**config.mk**
```make
export PLATFORM = sky130hd
export DESIGN_NAME = adrc_ctrl
export DESIGN_NICKNAME = d
export VERILOG_FILES = /design/src/adrc_pkg.sv /design/src/adrc_ctrl.sv /design/src/adrc_timer.sv
export VERILOG_INCLUDE_DIRS = /design/src
export SDC_FILE = /design/constraint.sdc
export NUM_CORES = 1
export LEC_CHECK = 0
export ABC_AREA = 1
export BUFFER_PORTS_ARGS = -buffer_cell sky130_fd_sc_hd__buf_2
export CAP_MARGIN = 20
export CORE_MARGIN = 2
export CORE_UTILIZATION = 63
export DETAILED_ROUTE_END_ITERATION = 10
export PLACE_DENSITY = 0.95
export SLEW_MARGIN = 5
export SYNTH_ARGS = -nofsm -noshare
export SYNTH_HDL_FRONTEND = slang
export SYNTH_HIERARCHICAL = 1
export SYNTH_SLANG_ARGS = --single-unit
export TNS_END_PERCENT = 5
```
**constraint.sdc**
```tcl
create_clock -name clock_i -period 6 [get_ports clock_i]
set_input_delay 0 -clock clock_i [delete_from_list [all_inputs] [get_ports clock_i]]
set_output_delay 0 -clock clock_i [all_outputs]
set_load 0.02 [all_outputs]
```
**src/adrc_map.svh**
```systemverilog
// Timing constants for the asynchronous DRAM module controller.
// Assumes a 125 MHz controller clock; all counts derive from nanosecond figures.
`ifndef ADRC_MAP_SVH
`define ADRC_MAP_SVH

`define ADRC_CLK_PS 8000
`define ADRC_CYC_RAW(ns) (((ns) * 1000 + `ADRC_CLK_PS - 1) / `ADRC_CLK_PS)
`define ADRC_CYC_UP(ns) ((`ADRC_CYC_RAW(ns) < 1) ? 1 : `ADRC_CYC_RAW(ns))
`define ADRC_CYC_DN(ns) ((((ns) * 1000) / `ADRC_CLK_PS < 1) ? 1 : ((ns) * 1000) / `ADRC_CLK_PS)

`define ADRC_T_POWER_NS 200000
`define ADRC_INIT_CYCLES 8
`define ADRC_T_REF_NS 8200000
`define ADRC_REF_ROWS 512
`define ADRC_T_RP_NS 80
`define ADRC_T_RC_NS 210
`define ADRC_T_RAS_NS 120
`define ADRC_T_RAS_MAX_NS 100000
`define ADRC_T_RAH_NS 15
`define ADRC_T_TRANS_NS 5
`define ADRC_T_ASC_NS 0
`define ADRC_T_RCD_NS (`ADRC_T_RAH_NS + 2 * `ADRC_T_TRANS_NS + `ADRC_T_ASC_NS)
`define ADRC_T_AA_NS 60
`define ADRC_T_CAS_NS 35
`define ADRC_T_CP_NS 15
`define ADRC_T_CSR_NS 0
`define ADRC_T_CHR_NS 20

`define ADRC_POWER_CYC `ADRC_CYC_UP(`ADRC_T_POWER_NS)
`define ADRC_REF_CYC `ADRC_CYC_DN(`ADRC_T_REF_NS / `ADRC_REF_ROWS)
`define ADRC_RAS_MAX_CYC `ADRC_CYC_DN(`ADRC_T_RAS_MAX_NS)
`define ADRC_TRAS_CYC `ADRC_CYC_UP(`ADRC_T_RAS_NS)
`define ADRC_PRE_NS ((`ADRC_T_RP_NS > `ADRC_T_RC_NS - `ADRC_T_RAS_NS) ? \
  `ADRC_T_RP_NS : `ADRC_T_RC_NS - `ADRC_T_RAS_NS)
`define ADRC_PRE_CYC `ADRC_CYC_UP(`ADRC_PRE_NS)
`define ADRC_RP_CYC `ADRC_CYC_UP(`ADRC_T_RP_NS)
`define ADRC_RAH_CYC `ADRC_CYC_UP(`ADRC_T_RAH_NS)
`define ADRC_RCD_CYC `ADRC_CYC_UP(`ADRC_T_RCD_NS)
`define ADRC_CADR_CYC ((`ADRC_RCD_CYC > `ADRC_RAH_CYC) ? `ADRC_RCD_CYC - `ADRC_RAH_CYC : 1)
`define ADRC_READ_CYC `ADRC_CYC_UP(`ADRC_T_AA_NS)
`define ADRC_WRITE_CYC `ADRC_CYC_UP(`ADRC_T_CAS_NS)
`define ADRC_CP_CYC `ADRC_CYC_UP(`ADRC_T_CP_NS)
`define ADRC_CSR_CYC `ADRC_CYC_UP(`ADRC_T_CSR_NS)

`endif

```
**src/adrc_pkg.sv**
```systemverilog
// Types shared by the DRAM module controller.
// Assumes nothing beyond a SystemVerilog compiler.
package adrc_pkg;
  typedef enum logic [3:0] {
    ADRC_POWER = 4'h0,
    ADRC_IDLE = 4'h1,
    ADRC_ROW = 4'h3,
    ADRC_CADR = 4'h2,
    ADRC_COL = 4'h6,
    ADRC_OPEN = 4'h7,
    ADRC_PRE = 4'h5,
    ADRC_CBRC = 4'h4,
    ADRC_CBRR = 4'hc,
    ADRC_HIDU = 4'hd,
    ADRC_HIDD = 4'hf
  } adrc_state_e;
  typedef logic [15:0] adrc_count_t;
endpackage

```
**src/adrc_ctrl.sv**
```systemverilog
// Controller driving a 1M x 8 asynchronous DRAM module through its pins.
// Assumes dq_i is already synchronous to clock_i; one clock domain.
// Contract
// - Hold both strobes high 200 us after reset, then eight RAS-only cycles.
// - Using internal refresh counter: eight CAS-before-RAS cycles replace RAS-only ones.
// - Twenty address bits: ten row with RAS, then ten column with CAS.
// - Row address stable by RAS fall, column address stable by CAS fall.
// - WE high means read, WE low means write.
// - Write: WE low before CAS falls; data captured on CAS fall.
// - Minimum RAS-to-CAS delay is row hold plus two transitions plus setup.
// - Read meets one read hold; write meets write command setup.
// - Write meets write-to-RAS, write-to-CAS and address-to-RAS lead times.
// - Page read keeps RAS low, toggles CAS with new columns, WE high.
// - Page write like page read with WE low; data captured each CAS fall.
// - All 512 rows refreshed every 8.2 ms; normal cycles refresh their row.
// - RAS-only refresh: RAS low, CAS high, row latched, data pins high-Z.
// - CAS-before-RAS needs CAS setup 0 ns and CAS hold 20 ns.
// - Hidden refresh: after read keep CAS low while RAS cycles high then low.
`timescale 1ns/10ps
`default_nettype none
`include "adrc_map.svh"
module adrc_ctrl #(
  parameter logic [15:0] POWER_CYC = 16'(`ADRC_POWER_CYC),
  parameter logic [15:0] RAS_MAX_CYC = 16'(`ADRC_RAS_MAX_CYC)
) (
  input wire logic clock_i,
  input wire logic rst_i,
  input wire logic req_i,
  input wire logic we_i,
  input wire logic [19:0] addr_i,
  input wire logic [7:0] wdata_i,
  output logic ready_o,
  output logic [7:0] rdata_o,
  output logic rvalid_o,
  output logic init_done_o,
  output logic ras_n_o,
  output logic cas_n_o,
  output logic we_n_o,
  output logic [9:0] dram_addr_o,
  output logic [7:0] dq_o,
  output logic dq_oe_o,
  input wire logic [7:0] dq_i
);
  adrc_pkg::adrc_state_e state_r, state_nxt;
  logic tmr_load, tmr_done;
  logic [15:0] tmr_value;
  logic [9:0] row_r, col_r, eff_row, eff_col;
  logic we_r, eff_we, take, row_hit;
  logic [7:0] wdata_r, eff_wdata;
  logic [15:0] ref_cnt_r, ras_age_r;
  logic ref_pend_r, ref_start, init_done_r, page_exp, tras_ok;
  logic [3:0] init_cnt_r;
  logic ras_n_nxt, cas_n_nxt, we_n_nxt, dq_oe_nxt;
  logic [9:0] addr_nxt;
  logic [7:0] rdata_r;
  logic rvalid_r, ras_n_r, cas_n_r, we_n_r, dq_oe_r;
  logic [9:0] addr_r;
  logic [7:0] dq_r;

  adrc_timer #(.INIT(POWER_CYC - 16'h0001)) u_timer (
    .clock_i(clock_i),
    .rst_i(rst_i),
    .load_i(tmr_load),
    .value_i(tmr_value),
    .done_o(tmr_done)
  );

  // Row from the low ten address bits, column from the high ten
  assign row_hit = (addr_i[9:0] == row_r);
  assign page_exp = (ras_age_r >= RAS_MAX_CYC - 16'h0040);
  assign tras_ok = (ras_age_r >= 16'(`ADRC_TRAS_CYC));
  always_comb begin
    ready_o = 1'b0;
    if (state_r == adrc_pkg::ADRC_IDLE) begin
      ready_o = init_done_r && !ref_pend_r;
    end else if (state_r == adrc_pkg::ADRC_OPEN) begin
      ready_o = tmr_done && row_hit && !ref_pend_r && !page_exp;
    end
  end
  assign take = req_i && ready_o;
  assign eff_we = take ? we_i : we_r;
  assign eff_row = take ? addr_i[9:0] : row_r;
  assign eff_col = take ? addr_i[19:10] : col_r;
  assign eff_wdata = take ? wdata_i : wdata_r;
  assign ref_start = (state_nxt == adrc_pkg::ADRC_CBRC) || (state_nxt == adrc_pkg::ADRC_HIDU);

  always_comb begin
    state_nxt = state_r;
    tmr_load = 1'b0;
    tmr_value = 16'h0000;
    case (state_r)
      adrc_pkg::ADRC_POWER: begin
        if (tmr_done) begin
          state_nxt = adrc_pkg::ADRC_IDLE;
        end
      end
      adrc_pkg::ADRC_IDLE: begin
        if (!init_done_r || ref_pend_r) begin
          state_nxt = adrc_pkg::ADRC_CBRC;
          tmr_load = 1'b1;
          tmr_value = 16'(`ADRC_CSR_CYC - 1);
        end else if (take) begin
          state_nxt = adrc_pkg::ADRC_ROW;
          tmr_load = 1'b1;
          tmr_value = 16'(`ADRC_RAH_CYC - 1);
        end
      end
      adrc_pkg::ADRC_ROW: begin
        if (tmr_done) begin
          state_nxt = adrc_pkg::ADRC_CADR;
          tmr_load = 1'b1;
          tmr_value = 16'(`ADRC_CADR_CYC - 1);
        end
      end
      adrc_pkg::ADRC_CADR: begin
        if (tmr_done) begin
          state_nxt = adrc_pkg::ADRC_COL;
          tmr_load = 1'b1;
          tmr_value = we_r ? 16'(`ADRC_WRITE_CYC - 1) : 16'(`ADRC_READ_CYC - 1);
        end
      end
      adrc_pkg::ADRC_COL: begin
        if (tmr_done && !we_r && ref_pend_r) begin
          state_nxt = adrc_pkg::ADRC_HIDU;
          tmr_load = 1'b1;
          tmr_value = 16'(`ADRC_RP_CYC - 1);
        end else if (tmr_done) begin
          state_nxt = adrc_pkg::ADRC_OPEN;
          tmr_load = 1'b1;
          tmr_value = 16'(`ADRC_CP_CYC - 1);
        end
      end
      adrc_pkg::ADRC_OPEN: begin
        if (take) begin
          state_nxt = adrc_pkg::ADRC_CADR;
          tmr_load = 1'b1;
          tmr_value = 16'h0000;
        end else if (tmr_done && tras_ok && (ref_pend_r || page_exp || req_i)) begin
          state_nxt = adrc_pkg::ADRC_PRE;
          tmr_load = 1'b1;
          tmr_value = 16'(`ADRC_PRE_CYC - 1);
        end
      end
      adrc_pkg::ADRC_PRE: begin
        if (tmr_done) begin
          state_nxt = adrc_pkg::ADRC_IDLE;
        end
      end
      adrc_pkg::ADRC_CBRC: begin
        if (tmr_done) begin
          state_nxt = adrc_pkg::ADRC_CBRR;
          tmr_load = 1'b1;
          tmr_value = 16'(`ADRC_TRAS_CYC - 1);
        end
      end
      adrc_pkg::ADRC_HIDU: begin
        if (tmr_done) begin
          state_nxt = adrc_pkg::ADRC_HIDD;
          tmr_load = 1'b1;
          tmr_value = 16'(`ADRC_TRAS_CYC - 1);
        end
      end
      adrc_pkg::ADRC_CBRR, adrc_pkg::ADRC_HIDD: begin
        if (tmr_done) begin
          state_nxt = adrc_pkg::ADRC_PRE;
          tmr_load = 1'b1;
          tmr_value = 16'(`ADRC_PRE_CYC - 1);
        end
      end
      default: begin
        state_nxt = adrc_pkg::ADRC_IDLE;
      end
    endcase
  end

  always_ff @(posedge clock_i or posedge rst_i) begin
    if (rst_i) begin
      state_r <= adrc_pkg::ADRC_POWER;
    end else begin
      state_r <= state_nxt;
    end
  end

  always_ff @(posedge clock_i or posedge rst_i) begin
    if (rst_i) begin
      row_r <= 10'h000;
      col_r <= 10'h000;
      we_r <= 1'b0;
      wdata_r <= 8'h00;
    end else if (take) begin
      row_r <= addr_i[9:0];
      col_r <= addr_i[19:10];
      we_r <= we_i;
      wdata_r <= wdata_i;
    end
  end

  // Refresh pacing: one row every interval; a new request beats the clear
  always_ff @(posedge clock_i or posedge rst_i) begin
    if (rst_i) begin
      ref_cnt_r <= 16'(`ADRC_REF_CYC - 1);
      ref_pend_r <= 1'b0;
    end else begin
      if (ref_cnt_r == 16'h0000) begin
        ref_cnt_r <= 16'(`ADRC_REF_CYC - 1);
      end else begin
        ref_cnt_r <= ref_cnt_r - 16'h0001;
      end
      if (init_done_r && ref_cnt_r == 16'h0000) begin
        ref_pend_r <= 1'b1;
      end else if (ref_start) begin
        ref_pend_r <= 1'b0;
      end
    end
  end

  always_ff @(posedge clock_i or posedge rst_i) begin
    if (rst_i) begin
      init_cnt_r <= 4'h0;
      init_done_r <= 1'b0;
    end else if (!init_done_r && state_r == adrc_pkg::ADRC_CBRR && tmr_done) begin
      init_cnt_r <= init_cnt_r + 4'h1;
      init_done_r <= (init_cnt_r == 4'(`ADRC_INIT_CYCLES - 1));
    end
  end

  always_ff @(posedge clock_i or posedge rst_i) begin
    if (rst_i) begin
      ras_age_r <= 16'h0000;
    end else if (ras_n_r) begin
      ras_age_r <= 16'h0000;
    end else if (ras_age_r != 16'hffff) begin
      ras_age_r <= ras_age_r + 16'h0001;
    end
  end

  always_comb begin
    ras_n_nxt = 1'b1;
    cas_n_nxt = 1'b1;
    case (state_nxt)
      adrc_pkg::ADRC_ROW, adrc_pkg::ADRC_CADR, adrc_pkg::ADRC_OPEN: ras_n_nxt = 1'b0;
      adrc_pkg::ADRC_COL, adrc_pkg::ADRC_CBRR, adrc_pkg::ADRC_HIDD: begin
        ras_n_nxt = 1'b0;
        cas_n_nxt = 1'b0;
      end
      adrc_pkg::ADRC_CBRC, adrc_pkg::ADRC_HIDU: cas_n_nxt = 1'b0;
      default: ras_n_nxt = 1'b1;
    endcase
    we_n_nxt = !(eff_we && (state_nxt == adrc_pkg::ADRC_CADR ||
                            state_nxt == adrc_pkg::ADRC_COL));
    dq_oe_nxt = !we_n_nxt;
    case (state_nxt)
      adrc_pkg::ADRC_ROW: addr_nxt = eff_row;
      adrc_pkg::ADRC_CADR, adrc_pkg::ADRC_COL: addr_nxt = eff_col;
      default: addr_nxt = addr_r;
    endcase
  end

  always_ff @(posedge clock_i or posedge rst_i) begin
    if (rst_i) begin
      ras_n_r <= 1'b1;
      cas_n_r <= 1'b1;
      we_n_r <= 1'b1;
      dq_oe_r <= 1'b0;
      addr_r <= 10'h000;
      dq_r <= 8'h00;
    end else begin
      ras_n_r <= ras_n_nxt;
      cas_n_r <= cas_n_nxt;
      we_n_r <= we_n_nxt;
      dq_oe_r <= dq_oe_nxt;
      addr_r <= addr_nxt;
      dq_r <= eff_wdata;
    end
  end

  // Sample read data at the end of the access while CAS is still low
  always_ff @(posedge clock_i or posedge rst_i) begin
    if (rst_i) begin
      rdata_r <= 8'h00;
      rvalid_r <= 1'b0;
    end else begin
      rvalid_r <= (state_r == adrc_pkg::ADRC_COL) && tmr_done && !we_r;
      if ((state_r == adrc_pkg::ADRC_COL) && tmr_done && !we_r) begin
        rdata_r <= dq_i;
      end
    end
  end

  assign ras_n_o = ras_n_r;
  assign cas_n_o = cas_n_r;
  assign we_n_o = we_n_r;
  assign dram_addr_o = addr_r;
  assign dq_o = dq_r;
  assign dq_oe_o = dq_oe_r;
  assign rdata_o = rdata_r;
  assign rvalid_o = rvalid_r;
  assign init_done_o = init_done_r;
endmodule
`default_nettype wire

```
**src/adrc_timer.sv**
```systemverilog
// Down counter that times each controller state.
// Assumes the loader supplies the dwell time minus one.
`timescale 1ns/10ps
`default_nettype none
module adrc_timer #(
  parameter logic [15:0] INIT = 16'h0000
) (
  input wire logic clock_i,
  input wire logic rst_i,
  input wire logic load_i,
  input wire logic [15:0] value_i,
  output logic done_o
);
  logic [15:0] cnt_r;

  always_ff @(posedge clock_i or posedge rst_i) begin
    if (rst_i) begin
      cnt_r <= INIT;
    end else if (load_i) begin
      cnt_r <= value_i;
    end else if (cnt_r != 16'h0000) begin
      cnt_r <= cnt_r - 16'h0001;
    end
  end

  assign done_o = (cnt_r == 16'h0000);
endmodule
`default_nettype wire

```
==> results.toml <==
[status]
outcome = "completed"

[logic_synthesis]
synth_top_area_cell = "dfrtp_1"
synth-edff-count = 0
ys_ff_latch = 110
synth_cells = 816
synth_cell_types = 45
synth.most_common_cell = "nand2_1"
ys.flop_type = "dfrtp_1"
ys_async_sr_fraction = 1.000
synthDominantCellAreaShare = 0.3830
yosysWarnings = 6
yosysSeqAreaShare = 0.4565
syn_area_sq_um = 6077
synth.area.top_cells = "dfrtp_1, nand2_1, dfstp_2"
syn_area_per_cell_sq_um = 7.447
synth_commonest_cells = "nand2_1, inv_1, dfrtp_1"

[final_layout]
antenna_cells = 0
ff_latch_area_sq_um = 2774
n_fill_cell = 611
fin_area_sq_um = 7068
syn_to_final_growth_pct = 16.31
post-route-util = 0.7613
layout-drive-gt1-share = 0.1745
nets = 975
multi_input_area_sq_um = 2834

[floorplan]
die_y_um = 102.2
num_rows = 35
ios = 73
die_area_sq_um = 10450
core_sq_um = 9284
initial_core_util = 0.6546
die_x_um = 102.2

[sta]
hold_violations = 0
fin_setup_tns_ns = 0
relSlewSlack = 0.4350
maxSlewViolCount = 0
rsz0062_at_grt = "no"
clock_skew_ns = 0.01544
final.min_clock_period_ns = 4.308
worstMarginPinSlew_ns = 0.8475
fin_crit_sh = 0.7180
setup_viol = 0
clock.fmax_ghz = 0.2321

[pwr]
peakVddDrop_mv = 0.1720
p_leak_nw = 3.718
power_density_nw_per_um2 = 290.1
p_switching_uw = 802.7
power.internal_mw = 1.248
clock_power_share = 0.214
p_total_mw = 2.050
comb_power_share = 0.310
sw_frac_of_total = 0.3915
power_frac_seq = 0.476

[critical_path]
crit_family = "simple AND/OR/NAND/NOR gates"
max_stage_delay_ns = 0.58
crit_required_ns = 6.29
path_class = "reg -> reg"
slowest_stage = "inv_1"
cpMostUsedCell = "inv_1"
path_max_fanout = 42
cp_cell_sequence = "inv_1, ha_1, nand3_2, nor2_4, nand3_2, inv_1, nand2_1, nor2_1, nand3_1, nor2_1, nand2_1, nand2_2, nand2_4, inv_1, o22ai_1, nand3_1, inv_1, or2_2, nand2_1, nor2_2"
setup.worst_path.start_class = "flip-flop"
cp.arrival_ns = 4.60
cp-end-kind = "flip-flop"
worstPathBufferInverterCount = 4

[grt]
grt_pass1_vias = 5711
grt_use_met3 = 0.05472
grt_start_max_net_pins = 70
antenna_found_initial = 0
use_met1 = 0.4102
grt-ovfl-total = 0
grt_busiest_layer = "met2"
grt_pass1_wl_mm = 26.05
met2_usage = 0.5223
grt_use_total = 0.3194

[cts]
clk_pin_slew_worst_paths_ns = 0.12
clk_latency_ns = 0.38
cts.sinks = 110
cts_tree = "done"
htreeDepth = 3
cts_buffer_depth = 2
cts_resized = 0
root_buffer = "clkbuf_8"
cts_inserted_buffers = 9

[route]
ant_nets = 0
wire_per_inst_um = 15.25
first_iter_violations = 617
vias = 5973
totalWireLength_mm = 16.22
drc = 0
routed_via_density = 5.619
firstDrtPassIters = 7

[placed_design]
gp_congestion = 0.8966
placed_area_sq_um = 6544
io_buffers = 72
dp_hpwl_mm = 9.710

[job]
cap_violations = 0

[hold_path]
hold_class = "in -> reg"
per-stage QoR:
stage	hold slack [ns]	std cells	worst slack (ns)
finish	0.01904	1063	1.692
global route	0.02196	1063	1.288
CTS	0.003383	1063	1.765
detailed placement	0.02375	1013	1.792
global placement	0.02238	1013	1.930
floorplan	-0.09199	827	3.122
kinds of logic (layout without fill, tap and decap cells):
logic type | Yosys count | in the layout | synth area share
buffers and inverters | 124 | 231 | 0.08400
other | 1 | 12 | 0.0006171
adders and majority gates | 6 | 6 | 0.01235
muxes | 1 | 1 | 0.001853
xor gates and xnor gates | 12 | 12 | 0.01729
AOI/OAI and AO/OA | 75 | 75 | 0.06877
and+or+nand+nor | 487 | 487 | 0.3587
DFF | 110 | 110 | 0.4565
tightest hold or removal path: cells and delay by family:
family	cells	cell delay, ns
buffers and inverters	2	0.17
AOI/OAI and AO/OA	1	0.16
registers in the layout, indices dropped and copies added, names as in the netlist, 4 cells and up:
name,flops
ref_cnt_r,16
dq_o,8
state_r,4
col_r,10
u_timer/cnt_r,16
ras_age_r,16
row_r,10
rdata_o,8
dram_addr_o,10
init_cnt_r,4
cell type report:
class,instances,area share
Tap cell,129,0.02284
Timing Repair Buffer,107,0.1002
Multi-Input combinational cell,593,0.4010
Clock inverter,6,0.007966
Inverter,108,0.05753
Sequential cell,110,0.3925
Clock buffer,10,0.01806
what timing repair did:
action	in CTS	in global routing
setup buffers	0	0
endpoints found under the hold margin	68	0
hold buffers	34	0
placed cells by master, fill, tap and decap left out, drive strengths merged, types with 2 or more instances in the layout:
| cell type | n |
|---|---|
| nor3 | 22 |
| clkbuf | 10 |
| xnor2 | 7 |
| nand2 | 279 |
| nand4 | 7 |
| o21ai | 37 |
| buf | 73 |
| conb | 12 |
| nand3 | 58 |
| ha | 6 |
| o22ai | 2 |
| xor2 | 5 |
| and3 | 2 |
| dfrtp | 93 |
| clkinv | 4 |
| a21oi | 19 |
| nor4 | 4 |
| dlygate4sd3 | 34 |
| o21bai | 2 |
| dfstp | 17 |
| or2 | 7 |
| a31oi | 5 |
| inv | 109 |
| nor2 | 107 |
| a211oi | 4 |
final timing paths:
path,from,to,cells after the start,slack (ns)
setup / recovery,u_timer/cnt_r[0],u_timer/cnt_r[15],20,1.69
hold / removal,addr_i[5],row_r[5],3,0.02
setup reg to reg,u_timer/cnt_r[0],u_timer/cnt_r[15],20,1.69
hold reg to reg,ref_cnt_r[0],ref_cnt_r[0],1,0.45
max in group asynchronous,rst_i,ref_pend_r,4,4.63
min in group asynchronous,rst_i,row_r[9],3,0.15
layer usage:
| metal | vias up | share of wire |
|---|---|---|
| li1 | 2769 | - |
| met1 | 2777 | 0.39 |
| met2 | 346 | 0.49 |
| met3 | 81 | 0.076 |
| met4 | 0 | 0.048 |
| met5 | - | 0 |
power by group through the flow:
stage                     clock network, mW  registers [mW]  logic (mW)
final                                 0.438           0.976       0.636
after global routing                  0.467           0.989       0.709
after CTS                             0.432           0.970       0.617
after detailed placement                  0           0.984       0.597
after global placement                    0           0.979       0.582
after floorplan                           0            1.01       0.424
(Power assumes the default switching activity.)
